File: config.mk
export PLATFORM = sky130hd
export DESIGN_NAME = radio_host
export DESIGN_NICKNAME = d
export VERILOG_FILES = /design/src/core/radio_host_pkg.sv /design/src/core/radio_host.sv /design/src/core/spi_byte_engine.sv
export SDC_FILE = /design/constraint.sdc
export NUM_CORES = 1
export LEC_CHECK = 0
export ABC_AREA = 1
export BUFFER_PORTS_ARGS = -buffer_cell sky130_fd_sc_hd__buf_2
export CORE_MARGIN = 2
export CORE_UTILIZATION = 52
export DETAILED_ROUTE_END_ITERATION = 8
export PLACE_DENSITY = 0.81
export SETUP_SLACK_MARGIN = 0.4
export SLEW_MARGIN = 20
export SYNTH_ARGS = -nofsm -noshare
export SYNTH_HDL_FRONTEND = slang
export SYNTH_HIERARCHICAL = 1
export SYNTH_SLANG_ARGS = --single-unit
export TNS_END_PERCENT = 100
File: constraint.sdc
create_clock -name CLK_I -period 2.49 [get_ports CLK_I]
set_input_delay 0.1245 -clock CLK_I [delete_from_list [all_inputs] [get_ports CLK_I]]
set_output_delay 0.1245 -clock CLK_I [all_outputs]
set_load 0.005 [all_outputs]
File: src/core/radio_host_pkg.sv
// Package for the radio receiver host controller.
// Assumes a 25 MHz system clock and a register-mapped receiver behind SPI.
package radio_host_pkg;

   // ----------------------------------------------------------------
   // Local register map (Avalon-MM, byte offsets, one word each)
   // ----------------------------------------------------------------
   localparam logic [3:0] CMD_OFS    = 4'h0;
   localparam logic [3:0] TXDATA_OFS = 4'h4;
   localparam logic [3:0] RXDATA_OFS = 4'h8;
   localparam logic [3:0] STATUS_OFS = 4'hC;

   // ----------------------------------------------------------------
   // Command word fields
   // ----------------------------------------------------------------
   localparam int CMD_WNR_POS   = 7;
   localparam int CMD_ADDR_LSB  = 0;
   localparam int CMD_CNT_LSB   = 8;
   localparam int CMD_DRAIN_POS = 16;

   // ----------------------------------------------------------------
   // Status word fields
   // ----------------------------------------------------------------
   localparam int ST_BUSY_POS    = 0;
   localparam int ST_TXFULL_POS  = 1;
   localparam int ST_RXVALID_POS = 2;
   localparam int ST_NONEMPT_POS = 3;
   localparam int ST_SETTLE_POS  = 4;
   localparam int ST_REFUSE_POS  = 5;

   // ----------------------------------------------------------------
   // Receiver register addresses and trigger masks the controller watches
   // ----------------------------------------------------------------
   localparam logic [6:0] QUEUE_ADDR        = 7'h00;
   localparam logic [6:0] PATTERN_FIRST_ADR = 7'h2F;
   localparam logic [6:0] PATTERN_LAST_ADR  = 7'h36;
   localparam logic [6:0] AUTO_SEQ_ADDR     = 7'h3B;
   localparam logic [7:0] ENTRY_TRIG_MASK   = 8'hE0;
   localparam logic [7:0] EXIT_TRIG_MASK    = 8'h1C;

   // ----------------------------------------------------------------
   // Reset values and timing
   // ----------------------------------------------------------------
   localparam logic [7:0] BYTE_ZERO      = 8'h00;
   localparam logic [7:0] CNT_RESET      = 8'h00;
   localparam int         CLK_HZ         = 25_000_000;
   localparam int         SCK_HALF_CYC   = 4;
   localparam int         NSS_GAP_CYC    = 8;

endpackage

File: src/core/radio_host.sv
// Host controller for a radio receiver: SPI master plus Avalon-MM slave.
// Assumes the receiver's not-empty and mode-settled flags arrive on pins.
`timescale 1ns/1ps
`default_nettype none

module radio_host
   import radio_host_pkg::*;
#(
   parameter int HALF_CYCLES = SCK_HALF_CYC,
   parameter int GAP_CYCLES  = NSS_GAP_CYC
) (
   // Clock and reset
   input  wire logic        CLK_I,
   input  wire logic        RST_N_I,
   // Avalon-MM slave
   input  wire logic [3:0]  AVS_ADDRESS_I,
   input  wire logic        AVS_READ_I,
   input  wire logic        AVS_WRITE_I,
   input  wire logic [31:0] AVS_WRITEDATA_I,
   output logic [31:0]      AVS_READDATA_O,
   output logic             AVS_WAITREQUEST_O,
   // Receiver SPI pins
   output logic             SPI_SCK_O,
   output logic             SPI_MOSI_O,
   output logic             SPI_NSS_N_O,
   input  wire logic        SPI_MISO_I,
   // Receiver status pins
   input  wire logic        QUEUE_NONEMPTY_I,
   input  wire logic        MODE_SETTLED_I
);

   // Gap counter is eight bits wide
   if (GAP_CYCLES < 4 || GAP_CYCLES > 256) begin
      $error("GAP_CYCLES must lie between 4 and 256");
   end

   // ----------------------------------------------------------------
   // Pin synchronisers
   // ----------------------------------------------------------------
   logic [2:0] sync_a;
   logic [2:0] sync_b;
   logic       miso_s;
   logic       nonempty_s;
   logic       settled_s;

   always_ff @(posedge CLK_I or negedge RST_N_I) begin
      if (!RST_N_I) begin
         sync_a <= 3'h0;
         sync_b <= 3'h0;
      end else begin
         sync_a <= {SPI_MISO_I, QUEUE_NONEMPTY_I, MODE_SETTLED_I};
         sync_b <= sync_a;
      end
   end

   assign miso_s     = sync_b[2];
   assign nonempty_s = sync_b[1];
   assign settled_s  = sync_b[0];

   // ----------------------------------------------------------------
   // Frame sequencer state
   // ----------------------------------------------------------------
   typedef enum logic [3:0] {
      S_IDLE, S_SETTLE, S_LEAD, S_ADDR, S_FETCH, S_DATA, S_TRAIL, S_GUARD
   } state_e;

   state_e     state;
   logic       cmd_wnr;
   logic [6:0] cmd_addr;
   logic [6:0] cur_addr;
   logic [7:0] remaining;
   logic       drain;
   logic [7:0] tx_data;
   logic       tx_full;
   logic [7:0] rx_data;
   logic       rx_valid;
   logic       refused;
   logic [7:0] gap_cnt;
   logic       eng_start;
   logic [7:0] eng_tx;
   logic       eng_done;
   logic [7:0] eng_rx;
   logic       rd_ack;

   // ----------------------------------------------------------------
   // Bus decode
   // ----------------------------------------------------------------
   wire [1:0] word_sel  = AVS_ADDRESS_I[3:2];
   wire       sel_cmd   = (word_sel == CMD_OFS[3:2]);
   wire       sel_tx    = (word_sel == TXDATA_OFS[3:2]);
   wire       sel_rx    = (word_sel == RXDATA_OFS[3:2]);
   wire       sel_stat  = (word_sel == STATUS_OFS[3:2]);
   wire       tx_stall  = AVS_WRITE_I && sel_tx && tx_full;
   wire       wr_take   = AVS_WRITE_I && !tx_stall;
   wire       rd_take   = AVS_READ_I && rd_ack;
   wire       busy      = (state != S_IDLE);
   wire [7:0] new_cnt   = AVS_WRITEDATA_I[CMD_CNT_LSB +: 8];
   wire       new_drain = AVS_WRITEDATA_I[CMD_DRAIN_POS];
   wire       cmd_go    = wr_take && sel_cmd && !busy && (new_cnt != CNT_RESET);
   wire       cmd_bad   = wr_take && sel_cmd && (busy || new_cnt == CNT_RESET);

   assign AVS_WAITREQUEST_O = tx_stall || (AVS_READ_I && !rd_ack);

   // ----------------------------------------------------------------
   // Frame decisions
   // ----------------------------------------------------------------
   wire       gap_done  = (gap_cnt == 8'(GAP_CYCLES - 1));
   wire       is_queue  = (cmd_addr == QUEUE_ADDR);
   wire       in_patt   = (cur_addr >= PATTERN_FIRST_ADR) &&
                          (cur_addr <= PATTERN_LAST_ADR);
   wire       entry_on  = ((tx_data & ENTRY_TRIG_MASK) != BYTE_ZERO);
   wire       exit_on   = ((tx_data & EXIT_TRIG_MASK) != BYTE_ZERO);
   wire       bad_patt  = in_patt && (tx_data == BYTE_ZERO);
   wire       bad_auto  = (cur_addr == AUTO_SEQ_ADDR) && (entry_on != exit_on);
   wire       tx_refuse = cmd_wnr && tx_full && (bad_patt || bad_auto);
   wire       fetch_wr  = cmd_wnr && tx_full && !tx_refuse;
   wire       fetch_rd  = !cmd_wnr && !rx_valid;
   wire       last_byte = (remaining == 8'h01) || drain;
   wire       drain_more = drain && (remaining != CNT_RESET) && nonempty_s;
   wire [7:0] addr_byte = {cmd_wnr, cmd_addr};

   assign eng_tx    = (state == S_LEAD) ? addr_byte :
                      (cmd_wnr ? tx_data : BYTE_ZERO);
   assign eng_start = ((state == S_LEAD) && gap_done) ||
                      ((state == S_FETCH) && (fetch_wr || fetch_rd));

   // ----------------------------------------------------------------
   // Sequencer
   // ----------------------------------------------------------------
   always_ff @(posedge CLK_I or negedge RST_N_I) begin
      if (!RST_N_I) begin
         gap_cnt <= 8'h00;
      end else if (state == S_LEAD || state == S_TRAIL ||
                   state == S_GUARD) begin
         gap_cnt <= gap_done ? 8'h00 : gap_cnt + 8'h01;
      end else begin
         gap_cnt <= 8'h00;
      end
   end

   always_ff @(posedge CLK_I or negedge RST_N_I) begin
      if (!RST_N_I) begin
         state <= S_IDLE;
      end else begin
         case (state)
            S_IDLE: begin
               if (cmd_go && new_drain) begin
                  state <= S_GUARD;
               end else if (cmd_go) begin
                  state <= S_SETTLE;
               end
            end
            S_SETTLE: begin
               if (settled_s || !is_queue) begin
                  state <= S_LEAD;
               end
            end
            S_LEAD: begin
               if (gap_done) begin
                  state <= S_ADDR;
               end
            end
            S_ADDR: begin
               if (eng_done) begin
                  state <= S_FETCH;
               end
            end
            S_FETCH: begin
               if (tx_refuse) begin
                  state <= S_TRAIL;
               end else if (fetch_wr || fetch_rd) begin
                  state <= S_DATA;
               end
            end
            S_DATA: begin
               if (eng_done) begin
                  state <= last_byte ? S_TRAIL : S_FETCH;
               end
            end
            S_TRAIL: begin
               if (gap_done) begin
                  state <= S_GUARD;
               end
            end
            // next frame restarts with an address byte
            S_GUARD: begin
               if (gap_done) begin
                  state <= drain_more ? S_SETTLE : S_IDLE;
               end
            end
            default: begin
               state <= S_IDLE;
            end
         endcase
      end
   end

   // ----------------------------------------------------------------
   // Command latches and address tracking
   // ----------------------------------------------------------------
   always_ff @(posedge CLK_I or negedge RST_N_I) begin
      if (!RST_N_I) begin
         cmd_wnr   <= 1'b0;
         cmd_addr  <= 7'h00;
         cur_addr  <= 7'h00;
         remaining <= CNT_RESET;
         drain     <= 1'b0;
      end else if (cmd_go) begin
         // Drain forces one-byte queue reads per frame
         cmd_wnr   <= new_drain ? 1'b0 : AVS_WRITEDATA_I[CMD_WNR_POS];
         cmd_addr  <= new_drain ? QUEUE_ADDR :
                      AVS_WRITEDATA_I[CMD_ADDR_LSB +: 7];
         cur_addr  <= new_drain ? QUEUE_ADDR :
                      AVS_WRITEDATA_I[CMD_ADDR_LSB +: 7];
         remaining <= new_cnt;
         drain     <= new_drain;
      end else if (state == S_DATA && eng_done) begin
         remaining <= remaining - 8'h01;
         if (!is_queue) begin
            cur_addr <= cur_addr + 7'h01;
         end
      end else if (state == S_FETCH && tx_refuse) begin
         remaining <= CNT_RESET;
      end
   end

   // ----------------------------------------------------------------
   // Data slots and refusal flag; hardware set wins over clear
   // ----------------------------------------------------------------
   wire tx_consume = (state == S_FETCH) && tx_full && cmd_wnr;
   wire rx_store   = (state == S_DATA) && eng_done;
   wire clr_ref    = wr_take && sel_stat && AVS_WRITEDATA_I[ST_REFUSE_POS];
   wire set_ref    = cmd_bad || ((state == S_FETCH) && tx_refuse);

   always_ff @(posedge CLK_I or negedge RST_N_I) begin
      if (!RST_N_I) begin
         tx_data <= BYTE_ZERO;
         tx_full <= 1'b0;
      end else if (wr_take && sel_tx) begin
         tx_data <= AVS_WRITEDATA_I[7:0];
         tx_full <= 1'b1;
      end else if (tx_consume) begin
         tx_full <= 1'b0;
      end
   end

   // old register contents kept on writes
   always_ff @(posedge CLK_I or negedge RST_N_I) begin
      if (!RST_N_I) begin
         rx_data  <= BYTE_ZERO;
         rx_valid <= 1'b0;
      end else if (rx_store) begin
         rx_data  <= eng_rx;
         rx_valid <= !cmd_wnr;
      end else if (rd_take && sel_rx) begin
         rx_valid <= 1'b0;
      end
   end

   always_ff @(posedge CLK_I or negedge RST_N_I) begin
      if (!RST_N_I) begin
         refused <= 1'b0;
      end else if (set_ref) begin
         refused <= 1'b1;
      end else if (clr_ref) begin
         refused <= 1'b0;
      end
   end

   // ----------------------------------------------------------------
   // Read data, one wait state
   // ----------------------------------------------------------------
   wire [31:0] stat_word = {26'h0, refused, settled_s, nonempty_s,
                            rx_valid, tx_full, busy};
   wire [31:0] cmd_word  = {15'h0, drain, remaining, cmd_wnr, cmd_addr};
   wire [31:0] rd_mux    = sel_cmd  ? cmd_word :
                           sel_rx   ? {24'h0, rx_data} :
                           sel_stat ? stat_word : 32'h0000_0000;

   always_ff @(posedge CLK_I or negedge RST_N_I) begin
      if (!RST_N_I) begin
         rd_ack         <= 1'b0;
         AVS_READDATA_O <= 32'h0000_0000;
      end else begin
         rd_ack <= AVS_READ_I && !rd_ack;
         if (AVS_READ_I && !rd_ack) begin
            AVS_READDATA_O <= rd_mux;
         end
      end
   end

   // ----------------------------------------------------------------
   // Serial engine and select
   // ----------------------------------------------------------------
   // host is the only master, mode 0
   spi_byte_engine #(
      .HALF_CYCLES (HALF_CYCLES)
   ) u_engine (
      .clk_i   (CLK_I),
      .rst_n_i (RST_N_I),
      .start_i (eng_start),
      .tx_i    (eng_tx),
      .busy_o  (),
      .done_o  (eng_done),
      .rx_o    (eng_rx),
      .miso_i  (miso_s),
      .sck_o   (SPI_SCK_O),
      .mosi_o  (SPI_MOSI_O)
   );

   // select low for the whole frame
   always_ff @(posedge CLK_I or negedge RST_N_I) begin
      if (!RST_N_I) begin
         SPI_NSS_N_O <= 1'b1;
      end else begin
         SPI_NSS_N_O <= !(state == S_LEAD || state == S_ADDR ||
                          state == S_FETCH || state == S_DATA ||
                          (state == S_TRAIL && !gap_done));
      end
   end

endmodule

`default_nettype wire

File: src/core/spi_byte_engine.sv
// One-byte SPI shifter, clock polarity 0 and phase 0, MSB first.
// Assumes miso_i is already synchronised to clk_i.
`timescale 1ns/1ps
`default_nettype none

module spi_byte_engine #(
   parameter int HALF_CYCLES = 4
) (
   // Clock and reset
   input  wire logic       clk_i,
   input  wire logic       rst_n_i,
   // Byte request
   input  wire logic       start_i,
   input  wire logic [7:0] tx_i,
   output logic            busy_o,
   output logic            done_o,
   output logic [7:0]      rx_o,
   // Serial pins
   input  wire logic       miso_i,
   output logic            sck_o,
   output logic            mosi_o
);

   // Synchronised MISO lags the pin by up to two cycles
   if (HALF_CYCLES < 4) begin
      $error("HALF_CYCLES must be at least 4");
   end

   localparam int CW = $clog2(HALF_CYCLES + 1);
   localparam logic [CW-1:0] LAST = CW'(HALF_CYCLES - 1);

   logic [CW-1:0] cnt;
   logic [2:0]    bitn;
   logic [7:0]    sh;
   logic          tick;

   assign tick   = busy_o && (cnt == LAST);
   assign mosi_o = sh[7];

   always_ff @(posedge clk_i or negedge rst_n_i) begin
      if (!rst_n_i) begin
         cnt <= '0;
      end else if (!busy_o || tick) begin
         cnt <= '0;
      end else begin
         cnt <= cnt + 1'b1;
      end
   end

   // sample on rise, shift on fall
   always_ff @(posedge clk_i or negedge rst_n_i) begin
      if (!rst_n_i) begin
         busy_o <= 1'b0;
         done_o <= 1'b0;
         sck_o  <= 1'b0;
         bitn   <= 3'h0;
         sh     <= 8'h00;
         rx_o   <= 8'h00;
      end else begin
         done_o <= 1'b0;
         if (start_i && !busy_o) begin
            busy_o <= 1'b1;
            sck_o  <= 1'b0;
            bitn   <= 3'h7;
            sh     <= tx_i;
         end else if (tick && !sck_o) begin
            sck_o <= 1'b1;
            rx_o  <= {rx_o[6:0], miso_i};
         end else if (tick) begin
            sck_o <= 1'b0;
            if (bitn == 3'h0) begin
               busy_o <= 1'b0;
               done_o <= 1'b1;
            end else begin
               bitn <= bitn - 3'h1;
               sh   <= {sh[6:0], 1'b0};
            end
         end
      end
   end

endmodule

`default_nettype wire

Word level (Yosys, flattened, before mapping) --
Index checks and enable logic that the tools add are counted.
Operators by class: bitwise operators 1, order comparisons 2, equality and inequality tests 26, add/sub/neg operators 5, reduce and logical (&&, ||, !) cells 83, mux-type cells 54
Operators by type and width (number):
- $mux 8 | 12
- $mux 4 | 10
- $logic_and 1x1->1 | 33
- $pmux 4 s8 | 1
- $reduce_bool 8->1 | 4
- $mux 7 | 4
- $mux 1 | 19
- $mux 17 | 1
- $eq 4x3->1 const B | 4
- $logic_not 8->1 | 2
- $logic_or 1x1->1 | 15
- $mux 3 | 5
- $reduce_bool 2->1 | 6
- $logic_not 1->1 | 11
- $ne 2x2->1 const B | 5
- $add 8x1->8 const B | 1
- $eq 4x2->1 const B | 2
- $eq 8x1->1 const B | 1
- $eq 8x3->1 const B | 1
- $ne 2x1->1 const B | 4
- $reduce_and 8->1 | 1
- $sub 8x1->8 const B | 1
- $add 7x1->7 const B | 1
- $eq 7x6->1 const B | 1
- other kinds (21) | 26
Word-level totals: bits of input ports 43, flip-flop bits (word level) 120, word-level logic and storage cells 195

Longest topological paths before layout --
depth in word-level cells 13, mapped depth 18, depth with buffers taken out 16

Hierarchy --
The synthesis kept the hierarchy.
By module, submodules not included:
- radio_host | cells an instance 513, area each 4164.0 µm², times used 1
- spi_byte_engine | cells an instance 143, area each 1196.1 µm², times used 1

Least setup slack after synthesis --
OpenSTA, ideal clock, no wires.
kind reg2reg, start point register cur_addr[1], end point register u_engine.bitn[2], buffers on the path 2, cell stages (with the launch flop) 18, period minus slack after synthesis 1.863 ns, required time 2.373 ns, arrival time 1.746 ns, setup slack 0.627 ns, cells stage by stage dfrtp_1 -> ha_1 -> nand3_1 -> nand2_1 -> inv_1 -> nand2_1 -> nand3_1 -> nand2_1 -> nand2_1 -> nand3_1 -> o21ai_0 -> buf_4 -> nand2_4 -> nand2_2 -> nand2_2 -> buf_6 -> nand2_1 -> nand2_1
On the way: longest elaborated chain between the ends 13
RTL lines:
- from (decl) | RTL line radio_host.sv:70 | logic [6:0] cur_addr;
- from (signal assigned) | RTL line radio_host.sv:213 | cur_addr <= new_drain ? QUEUE_ADDR :
- from (signal assigned) | RTL line radio_host.sv:220 | cur_addr <= cur_addr + 7'h01;
- $ge 7x6->1 / $le 7x6->1 (equally long branches) | RTL line radio_host.sv:109, radio_host.sv:110
- $logic_and 1x1->1 | RTL line radio_host.sv:109 | wire in_patt = (cur_addr >= PATTERN_FIRST_ADR) &&
- $logic_and 1x1->1 | RTL line radio_host.sv:113 | wire bad_patt = in_patt && (tx_data == BYTE_ZERO);
- $logic_or 1x1->1 * | RTL line radio_host.sv:115 | wire tx_refuse = cmd_wnr && tx_full && (bad_patt || bad_auto);
- $logic_and 1x1->1 * | RTL line radio_host.sv:115
- $logic_not 1->1 * | RTL line radio_host.sv:116 | wire fetch_wr = cmd_wnr && tx_full && !tx_refuse;
- $logic_and 1x1->1 * | RTL line radio_host.sv:116
- $logic_or 1x1->1 * | RTL line radio_host.sv:125 | ((state == S_FETCH) && (fetch_wr || fetch_rd));
- $logic_and 1x1->1 * | RTL line radio_host.sv:125
- $logic_or 1x1->1 * | RTL line radio_host.sv:124 | assign eng_start = ((state == S_LEAD) && gap_done) ||
- net eng_start | RTL line radio_host.sv:79 | logic eng_start;
- $logic_and 1x1->1 * | RTL line spi_byte_engine.sv:61 | if (start_i && !busy_o) begin
- $ne 2x1->1 (no source line) / $reduce_bool 2->1 (equally long branches)
- $reduce_and 3->1 (no source line)
- to (signal assigned) | RTL line spi_byte_engine.sv:75 | bitn <= bitn - 3'h1;
- to (decl) | RTL line spi_byte_engine.sv:33 | logic [2:0] bitn;
The timed path passes the listed nets; every way through them passes the cells marked *. A chain may end at the register's enable or synchronous reset.

Final worst setup path --
start point register cur_addr[1], end point register u_engine.bitn[1]
Same word-level chain as after synthesis.

==> impl_metrics.env <==
export IMPL_status="finished, final reports clean"
export IMPL_cell_internal_pwr_uw=3430
export IMPL_cts_buffers=9
export IMPL_fin_skew_ns=0.0195
export IMPL_p_leak_uw=0.00310
export IMPL_drc=0
export IMPL_synthTopCellsByArea="dfrtp_1 (48%), nand2_1 (11%), nand3_1 (7.3%)"
export IMPL_seq_area_mm2=0.00260
export IMPL_diodes=0
export IMPL_swShare=0.409
export IMPL_fin_util=0.596
export IMPL_drive_above_1_share=0.171
export IMPL_cts_tree="yes"
export IMPL_final_common_cell="nand2_1"
export IMPL_cts_path_max_buffers=2
export IMPL_grt_max_degree=57
export IMPL_drt_initial_drc_count=247
export IMPL_core_area_mm2=0.0102
export IMPL_worstSetupEndpointType="flop"
export IMPL_ys_flop_type="dfrtp_1"
export IMPL_yosysTopAreaCellShare=0.481
export IMPL_final_area_mm2=0.00607
export IMPL_grt_pass1_wl_mm=19.7
export IMPL_max_freq_ghz=0.517
export IMPL_rows=37
export IMPL_start_util=0.526
export IMPL_place_ws_ns=0.252
export IMPL_instances_no_fill=860
export IMPL_worstSetupPathType="flop to flop"
export IMPL_wl_per_cell_um=13.8
export IMPL_clock_sinks=104
export IMPL_wl_mm=11.9
export IMPL_io_pins=79
export IMPL_hpwl_mm=8.63
export IMPL_power_density_mw_per_mm2=957
export IMPL_dr_pass1_iters=6
export IMPL_ys_seq_elements=104
export IMPL_multi_input_area_mm2=0.00230
export IMPL_synth_edf_count=0
export IMPL_peakVddDrop_mv=0.552
export IMPL_synthesis_area_mm2=0.00536
export IMPL_worstMarginPinSlew_ns=0.708
export IMPL_min_period_ns=1.93
export IMPL_place_area_mm2=0.00562
export IMPL_port_buffers=46
export IMPL_h_tree_depth=3
export IMPL_syn_inst=656
export IMPL_fin_crit_sh=0.776
export IMPL_pwr_share_clk=0.171
export IMPL_grt_overflow_total=0
export IMPL_relSlewSlack=0.528
export IMPL_worstPathMaxFanout=7
export IMPL_vias=4534
export IMPL_worst_setup_path_start_kind="flop"
export IMPL_ys_warn_count=6
export IMPL_final_setup_worst_slack_ns=0.557
export IMPL_fillers=877
export IMPL_ant_nets=0
export IMPL_maxCapViolations=0
export IMPL_drv_slew=0
export IMPL_final_nets=772
export IMPL_hp_class="input pin to flop"
export IMPL_synth_seq_area_share=0.486
export IMPL_yosysUniqueCellTypes=45
export IMPL_switching_power_uw=2370
export IMPL_die_h_um=106
export IMPL_synth_area_leader_cell="dfrtp_1"
export IMPL_rsz0062_at_grt="yes"
export IMPL_vias_per_cell=5.27
export IMPL_worst_endpoint_required_ns=2.77
export IMPL_layout_common_cells="nand2_1 (155), dfrtp_1 (103), nand3_1 (77)"
export IMPL_die_area_mm2=0.0111
export IMPL_p_comb_frac=0.368
export IMPL_postSynthAreaPerCell_um2=8.17
export IMPL_antenna_found_initial=0
export IMPL_globalplace_congestion=0.916
export IMPL_grt_pass1_vias=4408
export IMPL_track_usage=0.218
export IMPL_area_growth_pct=13.2
export IMPL_pwr_share_seq=0.461
export IMPL_clk_latency_ns=0.38
export IMPL_die_w_um=106
export IMPL_cts_clk_slew_worst_paths_ns=0.11
export IMPL_finalHoldViolations=0
export IMPL_crit_arrival_ns=2.21
export IMPL_cts_root_buf="clkbuf_8"
export IMPL_finalSetupTns_ns=0
export IMPL_ys_async_sr_fraction=1.00
export IMPL_dp_cells=824
export IMPL_setup_viol=0
[logic make-up after synthesis]
group,synth area share
compound gates,0.0931
xor+xnor,0.00817
other cells,0.000700
buf+inv,0.108
fa+ha+maj,0.0233
simple gates,0.273
mux,0.00840
flops,0.486
[path summary, 6_finish.rpt]
path,startpoint,slack [ns],depth (start not counted),to
min reg2reg,sync_a[2]$_DFF_PN0_,0.36,0,sync_b[2]$_DFF_PN0_
max reg2reg,cur_addr[1]$_DFFE_PN0P_,0.56,15,u_engine/bitn[1]$_DFFE_PN0P_
min,AVS_WRITEDATA_I[11],0.007,3,remaining[3]$_DFFE_PN0P_
max in group asynchronous,RST_N_I,1.47,3,u_engine/bitn[1]$_DFFE_PN0P_
max,cur_addr[1]$_DFFE_PN0P_,0.56,15,u_engine/bitn[1]$_DFFE_PN0P_
min in group asynchronous,RST_N_I,0.34,2,cur_addr[5]$_DFFE_PN0P_
[layout make-up]
class,count,area share
Tap cell,136,0.0280
Clock inverter,7,0.00887
Sequential cell,104,0.429
Timing Repair Buffer,70,0.0780
Multi-Input combinational cell,447,0.379
Inverter,86,0.0555
Timing Repair inverter,1,0.000825
Clock buffer,9,0.0204
[synth_stat cells (2+ instances only)]
cell and number:
o21ai_0 46, inv_2 5, dfrtp_1 103, nor2_2 4
o21ai_1 5, buf_6 3, nand2_2 5, inv_1 79
nor2_1 53, nand3_1 78, o22ai_1 7, ha_1 10
a21oi_1 16, nor3_1 6, or2_2 3, mux2_2 4
nand2_1 157, clkbuf_1 4, nand2_4 2, a31oi_1 5
buf_2 5, xor2_1 4, nand4_1 5, buf_4 20
o211ai_1 2, a31oi_2 2, nor2_4 5
[critical path: stages, from the launching register on]
cell,delay (ns)
dfrtp_1,0.41
ha_2,0.22
nand3_1,0.08
nand2_1,0.08
inv_1,0.04
nand2_1,0.05
nand3_1,0.09
nand2_2,0.11
nand2_2,0.06
nand3_2,0.08
o21ai_4,0.07
nand2_4,0.14
nand2_8,0.09
buf_4,0.17
nand3_1,0.08
nand2_1,0.05
[through the flow]
stage	power [µW]	hold slack [ns]
final	5800	0.00688
after CTS	5650	0.00156
after detailed placement	4650	0.221
after global placement	4530	0.217
after global routing	6260	0.00350
after floorplan	4120	-0.171
[registers in the layout, indices dropped and copies added (netlist names), 3 cells and up]
register	flops
state	3
u_engine/cnt	3
u_engine/rx_o	8
remaining	8
gap_cnt	8
u_engine/bitn	3
cur_addr	7
tx_data	8
sync_b	3
AVS_READDATA_O	17
sync_a	3
cmd_addr	7
u_engine/sh	8
rx_data	8
[power by group through the flow]
| stage | Sequential (µW) | Clock, µW | Combinational [µW] |
|---|---|---|---|
| 2_1_floorplan | 2540 | 0 | 1580 |
| 6_report | 2680 | 991 | 2140 |
| 4_1_cts | 2660 | 1000 | 1990 |
| 3_5_place_dp | 2690 | 0 | 1960 |
| 5_1_grt | 2740 | 1070 | 2450 |
| 3_3_place_gp | 2660 | 0 | 1870 |
[routing by layer]
layer | vias to the layer above | wire, µm | track usage | share of wire
met5 | - | 0 | 0 | 0
met4 | 0 | 178 | 0.0724 | 0.015
met3 | 16 | 604 | 0.0451 | 0.051
met2 | 136 | 5850 | 0.360 | 0.49
met1 | 2172 | 5240 | 0.287 | 0.44
li1 | 2210 | - | - | -
[timing repair]
action | in CTS | in global routing
gates cloned | 0 | 2
hold endpoints to repair | 62 | 1
setup endpoints to repair | 11 | 13
pin swaps | 0 | 5
setup buffers | 0 | 7
hold buffers | 10 | 1
resized for setup | 4 | 18
Power figures use the tool's default switching activity.
